`src/bcq_consts.svh`:
```
// Constants for the sequencer queue and message block engine.
`ifndef BCQ_CONSTS_SVH
`define BCQ_CONSTS_SVH

// Register offsets on the host register port, queue pointer reset base, wrap enable bit and last queue index.
`define REG_IRQ_ENABLE      16'h0010
`define REG_GP_FLAG_WRITE   16'h0037
`define REG_GP_QUEUE_PTR    16'h0038
`define QPTR_RST            16'h00c0
`define QWRAP_IEN_BIT       13
`define QUEUE_LAST          6'h3f

// Op codes seen on the instruction port.
`define OP_DECREMENT_SKIP_IF_ZERO 5'h0b
`define OP_FLAG_MODIFY_INSTR      5'h0c
`define OP_PUSH_IMM         5'h0d
`define OP_PUSH_VAL         5'h0e
`define OP_PUSH_MEM         5'h0f
`define OP_EXEC_MSG         5'h10

// Message control/status block word offsets.
`define MB_CTRL             16'h0000
`define MB_TTNM             4'h3
`define MB_TTAG             16'h0004
`define MB_BSW              16'h0005
`define MB_W7               16'h0006
`define MB_STATUS           16'h0007
`define MB_RX_STATUS        16'h0009

// Message timer: one count per microsecond at a 40 ns clock.
`define TTNM_LSB_NS         1000
`define MCLK_NS             40
`define TTNM_PRE_LAST       5'((`TTNM_LSB_NS / `MCLK_NS) - 1)

`endif

```
`src/bcq_pkg.sv`:
```
// Types for the sequencer queue and message block engine.
package bcq_pkg;

	typedef enum logic [9:0] {
		S_IDLE     = 10'h001,
		S_DEC_RD   = 10'h002,
		S_DEC_WR   = 10'h004,
		S_PMEM     = 10'h008,
		S_QWR      = 10'h010,
		S_MSG_RD   = 10'h020,
		S_MSG_WAIT = 10'h040,
		S_MSG_TT   = 10'h080,
		S_MSG_RUN  = 10'h100,
		S_MSG_WB   = 10'h200
	} state_e;

	typedef struct packed {
		state_e            st;
		logic [15:0]       param;
		logic [3:0]        cnt;
		logic [15:0]       data;
		logic [15:0]       ttnm;
		logic [15:0]       timer;
		logic [4:0]        pre;
		logic [31:0]       ttag;
		logic [7:0]        flags;
		logic [15:0]       qbase;
		logic [15:0]       qptr;
		logic [5:0]        qcnt;
		logic              qien;
		logic [1:0][15:0]  fmem;
		logic              fwp;
		logic              frp;
		logic [1:0]        fcnt;
		logic              done;
		logic              skip;
		logic              ram_req;
		logic              ram_we;
		logic [12:0]       ram_addr;
		logic [15:0]       ram_wdata;
		logic [15:0]       rdata;
		logic              irq;
		logic              go;
		logic [15:0]       ctrl;
		logic [15:0]       cmd;
		logic [15:0]       dptr;
		logic              dptr_used;
	} state_s;

endpackage : bcq_pkg

```
`src/bc_sequencer_queue_msg_blocks.sv`:
```
// Sequencer engine for decrement-skip, flag, queue push and message block instructions.
// Notes on behaviour
// - True condition: decrement addressed RAM word; skip next instruction when result zero.
// - False condition: memory untouched, continue with the following op code.
// - Flag op code 0x0C runs unconditionally, modifying low byte of flag register 0x0037.
// - Parameter upper and lower bytes give one 2-bit argument per flag.
// - Queue is a 64-word circular buffer in RAM, filled by op codes.
// - Pushes carry block status, time tag, immediate values or RAM contents.
// - Queue pointer register 0x0038 resets to base address 0x00C0.
// - Host may write a new queue base; device then uses it.
// - Each push advances the pointer to the next write address.
// - Every 64th word the pointer wraps from end back to base.
// - Bit 13 of register 0x0010 enables an interrupt on each wrap.
// - Execute-message parameter is block start address; first word is control word.
// - Normal block holds eight words in fixed order.
// - RT-to-RT block extends to sixteen words with extra command and status.
// - RT-to-RT: command word is receive command; transmitter status in eighth word.
// - Data pointer used for subaddress and mode-with-data, ignored otherwise.
// - Next message waits until the time-to-next count expires.
// - Time tag word written at start and again at end of message.
// - 32-bit time base: tag word bits 15-0, word 7 bits 31-16.
// - 16-bit time base: word 7 holds last transmitted word.
// - Control word is never sent on the bus; host maintains it.
// - Nonzero time-to-next word loads message timer 0x0036, which counts down.
`timescale 1ns/10ps
`default_nettype none
`include "bcq_consts.svh"

module bc_sequencer_queue_msg_blocks
	import bcq_pkg::*;
(
	// Clock and reset.
	input  wire logic        mclk,
	input  wire logic        resetn,
	// Instruction port from the sequencer fetch logic.
	input  wire logic        instr_valid,
	input  wire logic [4:0]  instr_op,
	input  wire logic [15:0] instr_param,
	input  wire logic        cond_true,
	input  wire logic [15:0] push_value,
	output logic             instr_done,
	output logic             skip_next,
	// Shared RAM port.
	output logic             ram_req,
	output logic             ram_we,
	output logic [12:0]      ram_addr,
	output logic [15:0]      ram_wdata,
	input  wire logic [15:0] ram_rdata,
	input  wire logic        ram_ack,
	// Host register port.
	input  wire logic        reg_wr,
	input  wire logic        reg_rd,
	input  wire logic [15:0] reg_addr,
	input  wire logic [15:0] reg_wdata,
	output logic [15:0]      reg_rdata,
	// Time base and message engine.
	input  wire logic [31:0] time_count,
	input  wire logic        time32_sel,
	input  wire logic        msg_end,
	input  wire logic        end_rt_rt,
	input  wire logic [15:0] end_bsw,
	input  wire logic [15:0] end_status,
	input  wire logic [15:0] end_rx_status,
	input  wire logic [15:0] end_last_tx,
	output logic             msg_go,
	output logic [15:0]      msg_ctrl,
	output logic [15:0]      msg_cmd,
	output logic [15:0]      msg_dptr,
	output logic             msg_dptr_used,
	// Flags and interrupt.
	output logic [7:0]       gp_flags,
	output logic             queue_wrap_irq
);

	state_s r;
	state_s n;

	function automatic logic [7:0] flag_apply(input logic [7:0] f, input logic [15:0] p);
		logic [7:0] res;
		res = f;
		for (int i = 0; i < 8; i++) begin
			case ({p[8+i], p[i]})
				2'b01:   res[i] = 1'b1;
				2'b10:   res[i] = 1'b0;
				2'b11:   res[i] = ~f[i];
				default: res[i] = f[i];
			endcase
		end
		return res;
	endfunction : flag_apply

	function automatic logic is_push(input logic [4:0] op);
		return (op == `OP_PUSH_IMM) || (op == `OP_PUSH_VAL) || (op == `OP_PUSH_MEM);
	endfunction : is_push

	function automatic logic [15:0] wb_off(input logic [3:0] idx);
		case (idx)
			4'h0:    wb_off = `MB_TTAG;
			4'h1:    wb_off = `MB_BSW;
			4'h2:    wb_off = `MB_W7;
			4'h3:    wb_off = `MB_STATUS;
			default: wb_off = `MB_RX_STATUS;
		endcase
	endfunction : wb_off

	function automatic logic [15:0] wb_val(input logic [3:0] idx, input logic [31:0] tt,
			input logic t32, input logic [15:0] lb);
		case (idx)
			4'h0:    wb_val = tt[15:0];
			4'h1:    wb_val = end_bsw;
			4'h2:    wb_val = t32 ? tt[31:16] : lb;
			4'h3:    wb_val = end_status;
			default: wb_val = end_rx_status;
		endcase
	endfunction : wb_val

	always_comb begin
		logic        push_en;
		logic [15:0] push_word;
		logic        pop_en;
		logic [15:0] addr;
		push_en   = 1'b0;
		push_word = 16'h0000;
		pop_en    = 1'b0;
		addr      = 16'h0000;
		n         = r;
		n.done    = 1'b0;
		n.irq     = 1'b0;
		n.go      = 1'b0;

		// Message timer counts down one step per microsecond.
		if (r.timer != 16'h0000) begin
			if (r.pre == `TTNM_PRE_LAST) begin
				n.pre   = 5'h00;
				n.timer = r.timer - 16'h0001;
			end else begin
				n.pre = r.pre + 5'h01;
			end
		end

		case (r.st)
			S_IDLE: begin
				// Nothing is taken while done shows, so an offer held up to that edge runs once.
				if (instr_valid && !r.done && !(is_push(instr_op) && r.fcnt == 2'd2)) begin
					n.param = instr_param;
					n.skip  = 1'b0;
					case (instr_op)
						`OP_DECREMENT_SKIP_IF_ZERO: begin
							if (cond_true) begin
								n.ram_req  = 1'b1;
								n.ram_we   = 1'b0;
								n.ram_addr = instr_param[12:0];
								n.st       = S_DEC_RD;
							end else begin
								n.done = 1'b1;
							end
						end
						`OP_FLAG_MODIFY_INSTR: begin
							n.flags = flag_apply(r.flags, instr_param);
							n.done  = 1'b1;
						end
						`OP_PUSH_IMM: begin
							push_en   = cond_true;
							push_word = instr_param;
							n.done    = 1'b1;
						end
						`OP_PUSH_VAL: begin
							push_en   = cond_true;
							push_word = push_value;
							n.done    = 1'b1;
						end
						`OP_PUSH_MEM: begin
							if (cond_true) begin
								n.ram_req  = 1'b1;
								n.ram_we   = 1'b0;
								n.ram_addr = instr_param[12:0];
								n.st       = S_PMEM;
							end else begin
								n.done = 1'b1;
							end
						end
						`OP_EXEC_MSG: begin
							n.cnt      = 4'h0;
							n.ram_req  = 1'b1;
							n.ram_we   = 1'b0;
							addr       = instr_param + `MB_CTRL;
							n.ram_addr = addr[12:0];
							n.st       = S_MSG_RD;
						end
						default: begin
							n.done = 1'b1;
						end
					endcase
				end else if (r.fcnt != 2'd0) begin
					pop_en      = 1'b1;
					n.ram_req   = 1'b1;
					n.ram_we    = 1'b1;
					n.ram_addr  = r.qptr[12:0];
					n.ram_wdata = r.fmem[r.frp];
					n.st        = S_QWR;
				end
			end
			S_DEC_RD: begin
				if (ram_ack) begin
					n.data      = ram_rdata - 16'h0001;
					n.ram_we    = 1'b1;
					n.ram_wdata = ram_rdata - 16'h0001;
					n.st        = S_DEC_WR;
				end
			end
			S_DEC_WR: begin
				if (ram_ack) begin
					n.ram_req = 1'b0;
					n.done    = 1'b1;
					n.skip    = (r.data == 16'h0000);
					n.st      = S_IDLE;
				end
			end
			S_PMEM: begin
				if (ram_ack) begin
					n.ram_req = 1'b0;
					push_en   = 1'b1;
					push_word = ram_rdata;
					n.done    = 1'b1;
					n.st      = S_IDLE;
				end
			end
			S_QWR: begin
				if (ram_ack) begin
					n.ram_req = 1'b0;
					n.st      = S_IDLE;
					if (r.qcnt == `QUEUE_LAST) begin
						n.qptr = r.qbase;
						n.qcnt = 6'h00;
						n.irq  = r.qien;
					end else begin
						n.qptr = r.qptr + 16'h0001;
						n.qcnt = r.qcnt + 6'h01;
					end
				end
			end
			S_MSG_RD: begin
				if (ram_ack) begin
					case (r.cnt)
						4'h0:    n.ctrl = ram_rdata;
						4'h1:    n.cmd  = ram_rdata;
						4'h2:    n.dptr = ram_rdata;
						default: n.ttnm = ram_rdata;
					endcase
					if (r.cnt == `MB_TTNM) begin
						n.ram_req = 1'b0;
						n.st      = S_MSG_WAIT;
					end else begin
						addr       = r.param + 16'(r.cnt) + 16'h0001;
						n.cnt      = r.cnt + 4'h1;
						n.ram_addr = addr[12:0];
					end
				end
			end
			S_MSG_WAIT: begin
				if (r.timer == 16'h0000) begin
					n.go        = 1'b1;
					n.dptr_used = (r.cmd[9:5] != 5'h00 && r.cmd[9:5] != 5'h1f)
						|| r.cmd[4];
					if (r.ttnm != 16'h0000) begin
						n.timer = r.ttnm;
						n.pre   = 5'h00;
					end
					addr        = r.param + `MB_TTAG;
					n.ram_req   = 1'b1;
					n.ram_we    = 1'b1;
					n.ram_addr  = addr[12:0];
					n.ram_wdata = time_count[15:0];
					n.st        = S_MSG_TT;
				end
			end
			S_MSG_TT: begin
				if (ram_ack) begin
					n.ram_req = 1'b0;
					n.st      = S_MSG_RUN;
				end
			end
			S_MSG_RUN: begin
				if (msg_end) begin
					n.ttag      = time_count;
					n.cnt       = 4'h0;
					addr        = r.param + wb_off(4'h0);
					n.ram_req   = 1'b1;
					n.ram_we    = 1'b1;
					n.ram_addr  = addr[12:0];
					n.ram_wdata = time_count[15:0];
					n.st        = S_MSG_WB;
				end
			end
			S_MSG_WB: begin
				if (ram_ack) begin
					if (r.cnt == (end_rt_rt ? 4'h4 : 4'h3)) begin
						n.ram_req = 1'b0;
						n.done    = 1'b1;
						n.st      = S_IDLE;
					end else begin
						n.cnt       = r.cnt + 4'h1;
						addr        = r.param + wb_off(r.cnt + 4'h1);
						n.ram_addr  = addr[12:0];
						n.ram_wdata = wb_val(r.cnt + 4'h1, r.ttag, time32_sel,
							end_last_tx);
					end
				end
			end
			default: begin
				n.st      = S_IDLE;
				n.ram_req = 1'b0;
			end
		endcase

		// Two-entry buffer between push sources and the queue writer.
		if (push_en) begin
			n.fmem[r.fwp] = push_word;
			n.fwp         = ~r.fwp;
		end
		if (pop_en) begin
			n.frp = ~r.frp;
		end
		n.fcnt = r.fcnt + {1'b0, push_en} - {1'b0, pop_en};

		// Host register writes take effect last, so relocation overrides an advance.
		if (reg_wr) begin
			case (reg_addr)
				`REG_GP_QUEUE_PTR: begin
					n.qbase = reg_wdata;
					n.qptr  = reg_wdata;
					n.qcnt  = 6'h00;
				end
				`REG_IRQ_ENABLE:    n.qien  = reg_wdata[`QWRAP_IEN_BIT];
				`REG_GP_FLAG_WRITE: n.flags = reg_wdata[7:0];
				default:            n.qien  = n.qien;
			endcase
		end
		if (reg_rd) begin
			case (reg_addr)
				`REG_GP_QUEUE_PTR: n.rdata = r.qptr;
				`REG_IRQ_ENABLE:   n.rdata = 16'(r.qien) << `QWRAP_IEN_BIT;
				default:           n.rdata = 16'h0000;
			endcase
		end
	end

	always_ff @(posedge mclk or negedge resetn) begin
		if (!resetn) begin
			r       <= '0;
			r.st    <= S_IDLE;
			r.qptr  <= `QPTR_RST;
			r.qbase <= `QPTR_RST;
		end else begin
			r <= n;
		end
	end

	assign instr_done     = r.done;
	assign skip_next      = r.skip;
	assign ram_req        = r.ram_req;
	assign ram_we         = r.ram_we;
	assign ram_addr       = r.ram_addr;
	assign ram_wdata      = r.ram_wdata;
	assign reg_rdata      = r.rdata;
	assign msg_go         = r.go;
	assign msg_ctrl       = r.ctrl;
	assign msg_cmd        = r.cmd;
	assign msg_dptr       = r.dptr;
	assign msg_dptr_used  = r.dptr_used;
	assign gp_flags       = r.flags;
	assign queue_wrap_irq = r.irq;
endmodule : bc_sequencer_queue_msg_blocks
`default_nettype wire

```
`config.mk`:
```
export PLATFORM = sky130hd
export DESIGN_NAME = bc_sequencer_queue_msg_blocks
export DESIGN_NICKNAME = d
export VERILOG_FILES = /design/src/bcq_pkg.sv /design/src/bc_sequencer_queue_msg_blocks.sv
export VERILOG_INCLUDE_DIRS = /design/src
export SDC_FILE = /design/constraint.sdc
export NUM_CORES = 1
export LEC_CHECK = 0
export BUFFER_PORTS_ARGS = -buffer_cell sky130_fd_sc_hd__buf_2
export CORE_MARGIN = 2
export CORE_UTILIZATION = 43
export CTS_CLUSTER_SIZE = 40
export DETAILED_ROUTE_END_ITERATION = 6
export GPL_ROUTABILITY_DRIVEN = 0
export GPL_TIMING_DRIVEN = 0
export PLACE_DENSITY = 0.63
export SLEW_MARGIN = 20
export SYNTH_ARGS = -nofsm -noshare
export SYNTH_HDL_FRONTEND = slang
export SYNTH_SLANG_ARGS = --single-unit
```
`constraint.sdc`:
```
create_clock -name mclk -period 3.4 [get_ports mclk]
set_input_delay 0.68 -clock mclk [delete_from_list [all_inputs] [get_ports mclk]]
set_output_delay 0.68 -clock mclk [all_outputs]
set_load 0.05 [all_outputs]
```
==> results list, run 1 <==
- The final reports fail on design-rule violations.
- H-Tree Level Count: 2
* Slew Limit Fails: 0
- Clock tree sinks: 295
* Remaining antenna violation count after routing: 0
* Via count of the first global-routing pass: 14.8k
- Counting cells, the worst reg-to-reg path comes to 12.
- STA puts the critical path data required time at 3.82 ns.
- Area share of the largest cell type after synthesis: 0.431
- Row generation in the floorplan step produced 72 rows.
- For this run, the register share of the synthesized area comes to 0.438.
- After the first detailed-routing iteration, the DRC count stood at 1649.
- After synthesis the cells add up to 16900 µm².
- Timing-limited maximum frequency: 300 MHz
- dfrtp_1 takes more of the synthesized area than any other cell.
- Total die area: 40800 µm²
* Fraction of power consumed by combinational cells: 0.356
- Post-synth EDFFs: 0
- The analysis attributes to cell leakage a power of 0.0100 µW.
* Portion of netlist area occupied by mux cells: 0.115
- Minimum setup slack after placement: -0.916 ns
- The later pin in the worst-skew pair is clocked with a latency of 0.54 ns.
* Outcome: finished with violations
- Detailed-router iteration count before antenna repair: 7
* Average footprint of a synthesized cell: 9.77 µm²
* Leading cell types by total area after synthesis: dfrtp_1 43%, mux2_2 9.1%, buf_4 4.8%
* Xor and xnor area share after synthesis: 0.0244
- The most used flip-flop cell after synthesis is dfrtp_1.
- Register bit total from synthesis: 295
- Starting density of the core: 0.436
- Adder-cell area share of the yosys netlist: 0.0209
- By area, the combinational part of the netlist is dominated by simple AND/OR/NAND/NOR gates.
- CTS Root Cell: clkbuf_16
- Path category of the worst min-delay check: input port to register
- TritonCTS built the clock tree.
- Total via count after detailed routing: 15.2k
- Pwr Density: 635 nW/µm²
- For this run, design rule violations remaining after detail routing come to 1.
- For this run, the number of Yosys warnings is 0.
- Share of power burned in the clock network: 0.292
- Final worst-path cycle share: 0.982
- The total count of hold-check failures in the final report was 0.
- Actual slew at the worst max-slew pin: 1.06 ns
- Synthesis produced 1725 cells.
- STA classifies the critical path startpoint as a register.
- The compound-gate portion of the synthesized area is 0.154.
- After legalization and detailed placement, the total HPWL measured 43100 µm.
* Worst hold path cell count: 3
- Counting tap cells, the placed design contains a total of 2532 instances.
- Horizontal die dimension: 202 µm
- Min setup slack post-route: 0.0623 ns
* Final net count: 2292
- Setup-failing EPs final: 0
- Maximum number of pins on one net before global-route repair: 99
- Of the total power, the share spent switching nets is 0.376.
- Sequential share of power: 0.351
- Yosys cell types: 89
* Setup crit end kind: register
- Detail-routed net length per standard cell: 21.8 µm
* Number of buffers added on ports: 286
* Net count after synthesis: 1943
* Via density per instance: 5.79
- Measured against its own limit, the worst slew margin works out to 0.288.
* Aggregate global-route resource usage: 0.275
* Filler-free cell count of the finished design: 2620
- Number of buffers inserted during clock tree synthesis: 36
- Critical Path AT: 3.76 ns
- Along the worst path, the maximum fanout reaches 7.
- Die Ht: 202 µm
- Of the cells placed in the final design, the portion with a size suffix greater than 1 is 0.340.
- Drt total wl: 57200 µm
* Internal power consumption: 8170 µW
* Core outline area: 38600 µm²
* Synth-to-Final Area Change: 22.4%
* Max-capacitance violation count: 0
- Minimum clock period: 3.34 ns
- Clock slew at the register clock pins of the worst setup and hold paths: 0.06 ns
* Share of flip-flops with an asynchronous set or reset: 1.00
- The number of antenna violations at the first check in global routing came to 6.
- Setup clock skew after layout: 0.0236 ns
- The critical path in this run is classified as register to register.
* Global-route wire length before repair: 87100 µm
- I/O Pins: 299
- Psw: 4920 µW
- Post-Synth Simple-Gate Area: 0.163
- Number of buffers on the longest clock path: 3
* Maximum ir drop on the vdd rail: 0.331 mV
* Unrepaired setup endpoints after global routing: yes
- The total overflow left after global routing is 0.
cell families after synthesis:
| kind of cell | count (synthesis) |
|---|---|
| adders and majority gates | 27 |
| buffers and inverters | 256 |
| AOI/OAI and AO/OA | 394 |
| xor gates and xnor gates | 47 |
| and+or+nand+nor | 535 |
| muxes | 171 |
| DFF | 295 |
per-stage QoR:
step / power [µW] / util / setup TNS, ns / hold WS (ns) / area, µm²
6_report: 13100 / 0.534 / 0 / 0.362 / 20600
5_1_grt: 13700 / 0.534 / -0.0256 / 0.364 / 20600
4_1_cts: 13000 / 0.527 / -0.0656 / 0.346 / 20400
3_5_place_dp: 9140 / 0.493 / -8.11 / 0.455 / 19100
3_3_place_gp: 9060 / 0.491 / -1186.28 / 0.455 / 19000
2_1_floorplan: 7810 / - / 0 / 0.384 / 16900
Yosys cell counts, drive strengths merged (24+ instances only):
| library cell | count |
|---|---|
| clkbuf | 70 |
| dfrtp | 290 |
| xnor2 | 24 |
| ha | 25 |
| mux2 | 151 |
| buf | 138 |
| nor2 | 119 |
| a21oi | 91 |
| nand2 | 173 |
| o21ai | 101 |
| nand3 | 52 |
| nor4 | 29 |
| inv | 48 |
| nor3 | 44 |
worst paths after layout:
| kind | from | end | slack [ns] |
|---|---|---|---|
| hold reg to reg | r[165] | r[165] | 0.47 |
| min in group asynchronous | resetn | r[273] | 0.53 |
| hold / removal | reg_wdata[12] | r[171] | 0.36 |
| setup / recovery | r[269] | ram_addr[3] | 0.06 |
| setup reg to reg | r[269] | ram_addr[3] | 0.06 |
| max in group asynchronous | resetn | msg_cmd[1] | 1.68 |
layout make-up:
cell class | instances | area (µm²)
Sequential cell | 295 | 7390
Buffer | 205 | 1250
Multi-Input combinational cell | 1174 | 8260
Inverter | 48 | 184
Tap cell | 518 | 648
Fill cell | 3566 | 18000
Clock inverter | 8 | 106
Antenna cell | 4 | 10.0
Clock buffer | 54 | 1060
Timing Repair Buffer | 314 | 1710
routing by layer:
metal	vias to the layer above	part of all wire	routed length, µm	track usage
met5	-	0.00052	30	0
met4	4	0.032	1840	0.0922
met3	120	0.081	4640	0.0460
met2	720	0.46	26200	0.437
met1	7420	0.43	24500	0.382
li1	6900	-	-	-
power groups by stage:
stage	clock network [µW]	registers [µW]	logic [µW]
global placement	0	4610	4440
CTS	3870	4580	4570
global route	4020	4670	5040
floorplan	0	4550	3260
detailed placement	0	4630	4510
finish	3830	4600	4670
placed cells by master, fill, tap and decap left out, types with 23 or more instances in the layout:
master	count
buf_2	306
dfrtp_1	288
nand2_1	169
mux2_2	136
buf_4	133
nor2_1	117
o21ai_0	95
a21oi_1	89
clkbuf_1	71
nand3_1	52
inv_1	45
nor3_1	37
clkbuf_16	36
xnor2_1	24
nand4_1	23
xor2_1	23
flip-flops by register name, indices dropped and copies added, names as in the netlist, 8 cells and up:
| signal | cells |
|---|---|
| reg_rdata | 16 |
| msg_dptr | 16 |
| r | 187 |
| gp_flags | 8 |
| ram_wdata | 16 |
| msg_ctrl | 16 |
| ram_addr | 13 |
| msg_cmd | 16 |
what timing repair did:
item,in CTS,in global routing
hold endpoints to repair,7,0
hold buffers,1,0
setup buffers,8,16
endpoints found under the setup margin,13,29
gates resized for setup,25,26
pin swaps,4,12
critical path: stages, from the launching register on:
cell	delay, ns
dfrtp_2	0.47
clkinvlp_4	0.20
ha_4	0.23
o41ai_4	0.48
clkbuf_8	0.27
inv_2	0.05
ha_4	0.22
or2_2	0.30
a21oi_2	0.13
a21oi_1	0.06
a221oi_2	0.35
o21ai_1	0.13
mux2_1	0.30
Note: power is estimated with default switching activity, not from simulation.
==> run 2: changes to the inputs <==
--- a/config.mk
+++ b/config.mk
@@ -7,7 +7,6 @@
 export NUM_CORES = 1
 export LEC_CHECK = 0
 export BUFFER_PORTS_ARGS = -buffer_cell sky130_fd_sc_hd__buf_2
-export CORE_MARGIN = 2
 export CORE_UTILIZATION = 43
 export CTS_CLUSTER_SIZE = 40
 export DETAILED_ROUTE_END_ITERATION = 6
==> run 2 against run 1 <==
  * The run still ends with design-rule violations left
  * Combinational power hardly changed
  * Total power is 0.13% higher
  * Global-route usage is 0.84 points higher
  * Maximum frequency is 1.5% lower
  * Via count is 0.13% higher
  * Sequential share of layout area is 0.070 points higher
  * Die area is 2.0% lower
  * Core utilization is 0.10 points lower
  * Sequential power hardly changed
  * Clock skew is 0.013 ns lower
  * Critical path type unchanged
  * Critical endpoint unchanged
  * Largest power group unchanged
==> results list, run 2 (same netlist as run 1, synthesis figures left out) <==
- The worst-case headroom to the max-slew limit is 0.341 (+0.0535).
* Psw: 4870 µW (-1.1%)
- The power share of the clock group came to 0.295 (+0.003).
- The max-capacitance violation count came to 0 (unchanged).
- In this run the worst setup path begins at r[268].
- The placed instance area came to 19100 µm² (unchanged).
- H-Tree Level Count: 2 (unchanged)
- Slew Limit Fails: 0 (unchanged)
* CTS Root Cell: clkbuf_16
- Setup-failing EPs final: 0 (unchanged)
- The worst-case clock skew is 0.0109 ns (-0.0127 ns).
* Synth-to-Final Area Change: 22.1%
- Number of buffers on the longest clock path: 3 (unchanged)
- The ratio of final minimum period to clock period came to 0.997 (+0.0154).
- The number of fill cells in the layout is 3533 (-0.93%).
* Remaining antenna violation count after routing: 0 (unchanged)
* Outcome: finished with violations
* CTS tree: done
- Maximum ir drop on the vdd rail: 0.366 mV (+11%)
* Start of the worst register-to-register path: r[268]
- The count of input and output buffers came to 286 (unchanged).
- r holds more flip-flops than any other register.
- Total die area: 40000 µm² (-2.0%)
- Path category of the worst min-delay check: input port to async pin
* Setup crit end kind: register
- The initial standard-cell utilization of the core was 0.436 (unchanged).
- The signal arrival time at the worst endpoint came to 3.80 ns (+0.04 ns).
- The via count of the first global-routing pass came to 14.5k (-2.1%).
- The clock latency at the later pin of the worst-skew pair was 0.53 ns (about the same).
- The number of antenna violations at the first check in global routing came to 5 (-1).
- The global-route congestion overflow total came to 0 (unchanged).
- Setup slack, reg-to-reg: 0.01 ns (-0.05 ns)
- The number of rows created at floorplan came to 72 (unchanged).
- Violation count after the first detailed-route iteration: 1491 (-9.6%)
- Final instance area: 20600 µm² (-0.19%)
- The maximum achievable frequency is 295 MHz (-1.5%).
- Largest register FFs: 187 (unchanged)
- The total count of hold-check failures in the final report came to 0 (unchanged).
- Total via count after detailed routing: 15.2k (+0.13%)
- Horizontal die dimension: 200 µm (-0.99%)
* Crit Path Category: register to register
- In this run the critical register-to-register path is captured at ram_addr[3].
- The global-route usage over all layers came to 0.283 (+0.00845).
- Actual slew at the worst max-slew pin: 0.979 ns (-0.0795 ns)
- The final reports fail on design-rule violations.
* Maximum number of pins on one net before global-route repair: 100 (+1.0%)
- Setup repair after global routing could not meet its margin everywhere.
* Worst hold-check slack: 0.0223 ns (-0.339 ns)
- The static power due to leakage is 0.0100 µW (unchanged).
- The final routed wirelength across all metal layers came to 57000 µm (-0.38%).
* Minimum clock period: 3.39 ns (+0.0523 ns)
* Remaining design rule violation count: 2 (+1)
* Detailed-router iteration count before antenna repair: 7 (unchanged)
- Crit start category: register
- Die Ht: 200 µm (-0.99%)
* Endpoint of the most critical setup path: ram_addr[3]
* Sequential share of power: 0.351 (about the same)
* Pwr Density: 637 nW/µm² (+0.32%)
- Internal power consumption: 8240 µW (+0.85%)
- The fraction of final layout cells sized beyond drive strength 1 came to 0.337 (-0.00254).
- Detail-routed net length per standard cell: 21.8 µm (-0.26%)
- The number of nets in the layout is 2289 (-0.13%).
- Net switching fraction of the power: 0.371 (-0.00452)
* Clock tree sinks: 295 (unchanged)
- Most used cells in the layout excluding fill and tap cells: 307 x buf_2, 288 x dfrtp_1, 169 x nand2_1, 136 x mux2_2, 133 x buf_4
- The I/O pin count was 299 (unchanged).
* Most common library cell in the layout ignoring fill and taps: buf_2
- Peak fanout along the critical path: 10 (+3)
* Crit path required time: 3.81 ns (about the same)
- Via density per instance: 5.80 (+0.25%)
- Clock slew at the register clock pins of the worst setup and hold paths: 0.06 ns (about the same)
* Global-route wire length before repair: 85500 µm (-1.9%)
* Hpwl dp: 43000 µm (-0.32%)
* Fraction of power consumed by combinational cells: 0.354 (-0.002)
- Number of buffers inserted during clock tree synthesis: 35 (-2.8%)
- Worst Reg2Reg Path Length in Cells: 13 (+1)
* Core outline area: 38600 µm² (unchanged)
run 2: per-stage QoR:
step	worst slack [ns]	total power [µW]	instances	TNS, ns	util
2_1_floorplan	0.0185	7810	1725	0	-
3_3_place_gp	-4.52	9050	2529	-1177.07	0.491
3_5_place_dp	-0.921	9150	2532	-7.86	0.493
4_1_cts	0.00574	13100	2606	0	0.530
5_1_grt	-0.0961	13700	2616	-0.176	0.533
6_report	0.00999	13100	2617	0	0.533
run 2: critical path: stages, from the launching register on:
cell        delay [ns]
dfrtp_2           0.47
clkinvlp_4        0.19
buf_4             0.17
ha_4              0.21
o41ai_4           0.31
clkbuf_8          0.23
inv_1             0.04
ha_1              0.32
or2_2             0.30
a21oi_1           0.16
a21oi_1           0.07
a221oi_2          0.31
o21ai_1           0.15
mux2_1            0.32
run 2: power groups by stage:
stage               sequential, µW  clock (µW)  combinational (µW)
floorplan                     4550           0                3260
global placement              4610           0                4440
detailed placement            4640           0                4510
CTS                           4580        3930                4580
global route                  4670        4070                4990
finish                        4600        3860                4640
run 2: how the worst min path moves through the flow:
stage / from / end / slack [ns] / cells past startpoint
floorplan: resetn / gp_flags[0] / 0.38 / 0
global placement: r[166] / r[166] / 0.45 / 2
detailed placement: r[165] / r[165] / 0.46 / 2
CTS: resetn / ram_addr[2] / 0.02 / 1
global route: resetn / ram_addr[2] / 0.03 / 1
finish: resetn / ram_addr[2] / 0.02 / 1
run 2: what timing repair did:
item                       4_1_cts  5_1_grt
setup endpoints to repair       12       22
buffers inserted                15        9
gates resized for setup         26       15
pin swaps                        6        8
hold buffers                     0        0
run 2: cell type report:
type                       instances  area [µm²]  share of cell area
antenna                            3        7.51            0.000365
buffer                           204        1230              0.0598
clock buffer                      55        1080              0.0526
clock inverter                     7         104             0.00505
inverter                          48         188             0.00912
multi-input combinational       1174        8230               0.400
sequential                       295        7390               0.359
tap                              518         648              0.0315
timing repair buffer             313        1700              0.0828
run 2: metal layers:
metal  track usage  wire length [µm]  vias to the layer above
met4         0.112              2050                        4
li1              -                 -                     6883
met5             0                27                        -
met1         0.384             24400                     7448
met2         0.448             26000                      736
met3        0.0516              4480                      113
==> run 3: changes to the inputs <==
--- a/config.mk
+++ b/config.mk
@@ -7,12 +7,14 @@
 export NUM_CORES = 1
 export LEC_CHECK = 0
 export BUFFER_PORTS_ARGS = -buffer_cell sky130_fd_sc_hd__buf_2
-export CORE_UTILIZATION = 43
+export CELL_PAD_IN_SITES_DETAIL_PLACEMENT = 1
+export CELL_PAD_IN_SITES_GLOBAL_PLACEMENT = 1
+export CORE_UTILIZATION = 39
 export CTS_CLUSTER_SIZE = 40
 export DETAILED_ROUTE_END_ITERATION = 6
 export GPL_ROUTABILITY_DRIVEN = 0
 export GPL_TIMING_DRIVEN = 0
-export PLACE_DENSITY = 0.63
+export PLACE_DENSITY = 0.73
 export SLEW_MARGIN = 20
 export SYNTH_ARGS = -nofsm -noshare
 export SYNTH_HDL_FRONTEND = slang
==> run 3 against run 2 <==
  * The flow now finishes without violations
  * Critical path depth unchanged
  * Maximum frequency increased by 0.56%
  * Combinational power increased by 5.0%
  * Hold slack improved by 0.31 ns
  * First-iteration DRC count decreased by 19%
  * Sequential power about the same
  * Global-route usage increased by 0.93 points
  * Count of clock-buffer cells in the layout unchanged
  * Core utilization decreased by 4.0 points
==> results list, run 3 (same netlist as run 1, synthesis figures left out) <==
- The global-route congestion overflow total is 0 (unchanged).
- The number of fill cells in the layout was 4878 (+38%).
- Most common library cell in the layout ignoring fill and taps: buf_2
* CTS Root Cell: clkbuf_16
* Largest incremental delay on the critical path: 0.44 ns (-0.03 ns)
- STA classifies the critical path startpoint as a register.
* Critical Path AT: 3.82 ns (+0.02 ns)
- Remaining antenna violation count after routing: 0 (unchanged)
- The worst hold path begins at reg_wdata[9].
- The placed instance area was 19100 µm² (+0.41%).
- Start of the worst register-to-register path: r[268]
* Synth-to-Final Area Change: 23.8%
- The highest metal layer carrying signal wires in the routed design is met5.
* Most Frequent Cell on Critical Path: a21oi_1
- Path category of the worst min-delay check: input port to register
- The sum of negative setup slack came to 0 ns (unchanged).
- Via density per instance: 5.75 (-0.98%)
- The I/O pin count was 299 (unchanged).
- TritonCTS built the clock tree.
- Largest register FFs: 187 (unchanged)
- Static leakage: 0.0101 µW (+0.87%)
- Antenna violations before repair: 4 (-1)
- Sequential share of power: 0.338 (-0.013)
- Violation count after the first detailed-route iteration: 1203 (-19%)
- Share of layout cells above drive strength 1: 0.345 (+0.00757)
* Total via count after detailed routing: 15.4k (+1.6%)
- The initial standard-cell utilization of the core was 0.398 (-0.0379).
- The ratio of final minimum period to clock period was 0.991 (-0.00557).
- The CTS buffer count came to 38 (+8.6%).
* Total length of routed met2 wires: 30300 µm (+16%)
- The flow ran to the end, and the final reports show no timing, DRC or antenna violations.
- Total met3 wirelength after detailed routing: 3670 µm (-18%)
- The maximum achievable frequency was 297 MHz (+0.56%).
* Drt total wl: 64600 µm (+13%)
- The die height was 210 µm (+5.0%).
- The worst ir drop on vdd was 0.430 mV (+18%).
- The path with the worst hold slack has its endpoint at r[168].
- Crit path required time: 3.84 ns (+0.03 ns)
* Detailed-router iteration count before antenna repair: 7 (unchanged)
- Internal power consumption: 8460 µW (+2.7%)
- H-Tree Level Count: 2 (unchanged)
- The final design area excluding fillers came to 20900 µm² (+1.4%).
* Number of buffers added on ports: 286 (unchanged)
- Setup crit end kind: register
- The count of buffering cells on the critical path with inverters included is 4 (unchanged).
* Number of buffers on the longest clock path: 3 (unchanged)
- The power share of the clock group was 0.304 (+0.009).
- Minimum clock period: 3.37 ns (-0.0189 ns)
- Most used cells in the layout excluding fill and tap cells: 306 x buf_2, 288 x dfrtp_1, 169 x nand2_1, 136 x buf_4, 136 x mux2_2
- The proportion of power drawn by combinational gates came to 0.357 (+0.003).
- The switching share of power came to 0.379 (+0.00773).
* Final net count: 2298 (+0.39%)
* Critical path's top delay family: compound AO/OA/AOI/OAI gates
* Actual slew at the worst max-slew pin: 0.965 ns (-0.0146 ns)
- The via count of the first global-routing pass was 16.1k (+11%).
- The length in cells of the worst reg-to-reg path came to 13 (unchanged).
- The critical path is of the register to register type.
* Biggest register: r
- The global-route usage over all layers came to 0.293 (+0.00927).
- Core outline area: 42300 µm² (+9.5%)
- The total count of hold-check failures in the final report was 0 (unchanged).
- The pin count of the biggest net entering global routing was 99 (-1.0%).
- The slack of the worst reg-to-reg path is 0.03 ns (+0.02 ns).
- The worst register-to-register path ends at ram_addr[3].
- The worst-case headroom to the max-slew limit was 0.348 (+0.00726).
- Setup-failing EPs final: 0 (unchanged)
* Crit-path cells: clkinvlp_4 -> ha_4 -> buf_12 -> o41ai_4 -> clkbuf_8 -> inv_1 -> ha_1 -> or2_2 -> a21oi_1 -> a21oi_1 -> a221oi_2 -> o21ai_1 -> mux2_1
- The net switching power is 5170 µW (+6.1%).
* Clock tree sinks: 295 (unchanged)
- The worst hold-check slack came to 0.333 ns (+0.311 ns).
- The half-perimeter wire length after placement came to 48500 µm (+13%).
* Worst hold path cell count: 3
- The power density of the placed cells was 653 nW/µm² (+2.6%).
- The die width is 210 µm (+5.0%).
- The number of pins with negative max-slew slack in the final report came to 0 (unchanged).
- The top fanout value on the critical path is 5 (-5).
- The clock latency at the later pin of the worst-skew pair is 0.56 ns (+0.03 ns).
- For this design, the slowest cell found on the critical path is dfrtp_2.
- The average routed wire per standard cell came to 24.1 µm (+10%).
- The post-route DRC violation count came to 0 (-2).
- The area of the die is 44100 µm² (+10%).
* Global-route wire length before repair: 97400 µm (+14%)
- The worst-case clock skew was 0.0135 ns (+0.00261 ns).
* Max-capacitance violation count: 0 (unchanged)
- # rows: 75 (+4.2%)
* Clock slew at the register clock pins of the worst setup and hold paths: 0.06 ns (about the same)
- The met1 wire length came to 28000 µm (+15%).
run 3: repair_timing:
| action | CTS | global route |
|---|---|---|
| endpoints found under the setup margin | 24 | 14 |
| hold endpoints to repair | 8 | 0 |
| hold buffers | 1 | 0 |
| buffers inserted | 20 | 10 |
| pin swaps | 6 | 8 |
| gates resized for setup | 33 | 19 |
| gates cloned | 0 | 0 |
run 3: worst max path at each step:
stage               cells past startpoint   start            to
global route                           13  r[268]   ram_addr[3]
detailed placement                     13  r[269]  ram_addr[11]
global placement                        1  resetn        r[268]
CTS                                    14  r[269]   ram_addr[8]
floorplan                              13  r[269]   ram_addr[8]
finish                                 13  r[268]   ram_addr[3]
run 3: metrics by stage:
stage,setup WS [ns],total power (µW),std cells,util
after floorplan,0.0185,7810,1725,-
after global placement,-4.67,9130,2588,0.450
after detailed placement,-1.21,9310,2591,0.452
after CTS,0.00228,13600,2676,0.489
after global routing,-0.0282,14200,2686,0.493
final,0.0289,13600,2686,0.493
run 3: cell type report:
type | instances | area, µm² | area share
Clock inverter | 13 | 189 | 0.00905
Multi-Input combinational cell | 1174 | 8280 | 0.397
Sequential cell | 295 | 7390 | 0.354
Timing Repair Buffer | 320 | 1780 | 0.0851
Inverter | 48 | 188 | 0.00899
Antenna cell | 1 | 2.50 | 0.000120
Tap cell | 577 | 722 | 0.0346
Buffer | 203 | 1240 | 0.0595
Clock buffer | 55 | 1070 | 0.0515
run 3: tightest hold or removal path: cells and delay by family:
kind | cells | cell delay, ns
and+or+nand+nor | 2 | 0.10
buffers and inverters | 1 | 0.08
run 3: layer usage:
metal / track usage / vias to the layer above
li1: - / 6902
met1: 0.392 / 7880
met2: 0.468 / 498
met3: 0.0450 / 146
met4: 0.129 / 6
met5: 0 / -
run 3: power groups by stage:
stage,Sequential (µW),Combinational (µW),Clock [µW]
floorplan,4550,3260,0
global placement,4610,4520,0
detailed placement,4650,4660,0
CTS,4590,4770,4220
global route,4680,5170,4350
finish,4610,4870,4150
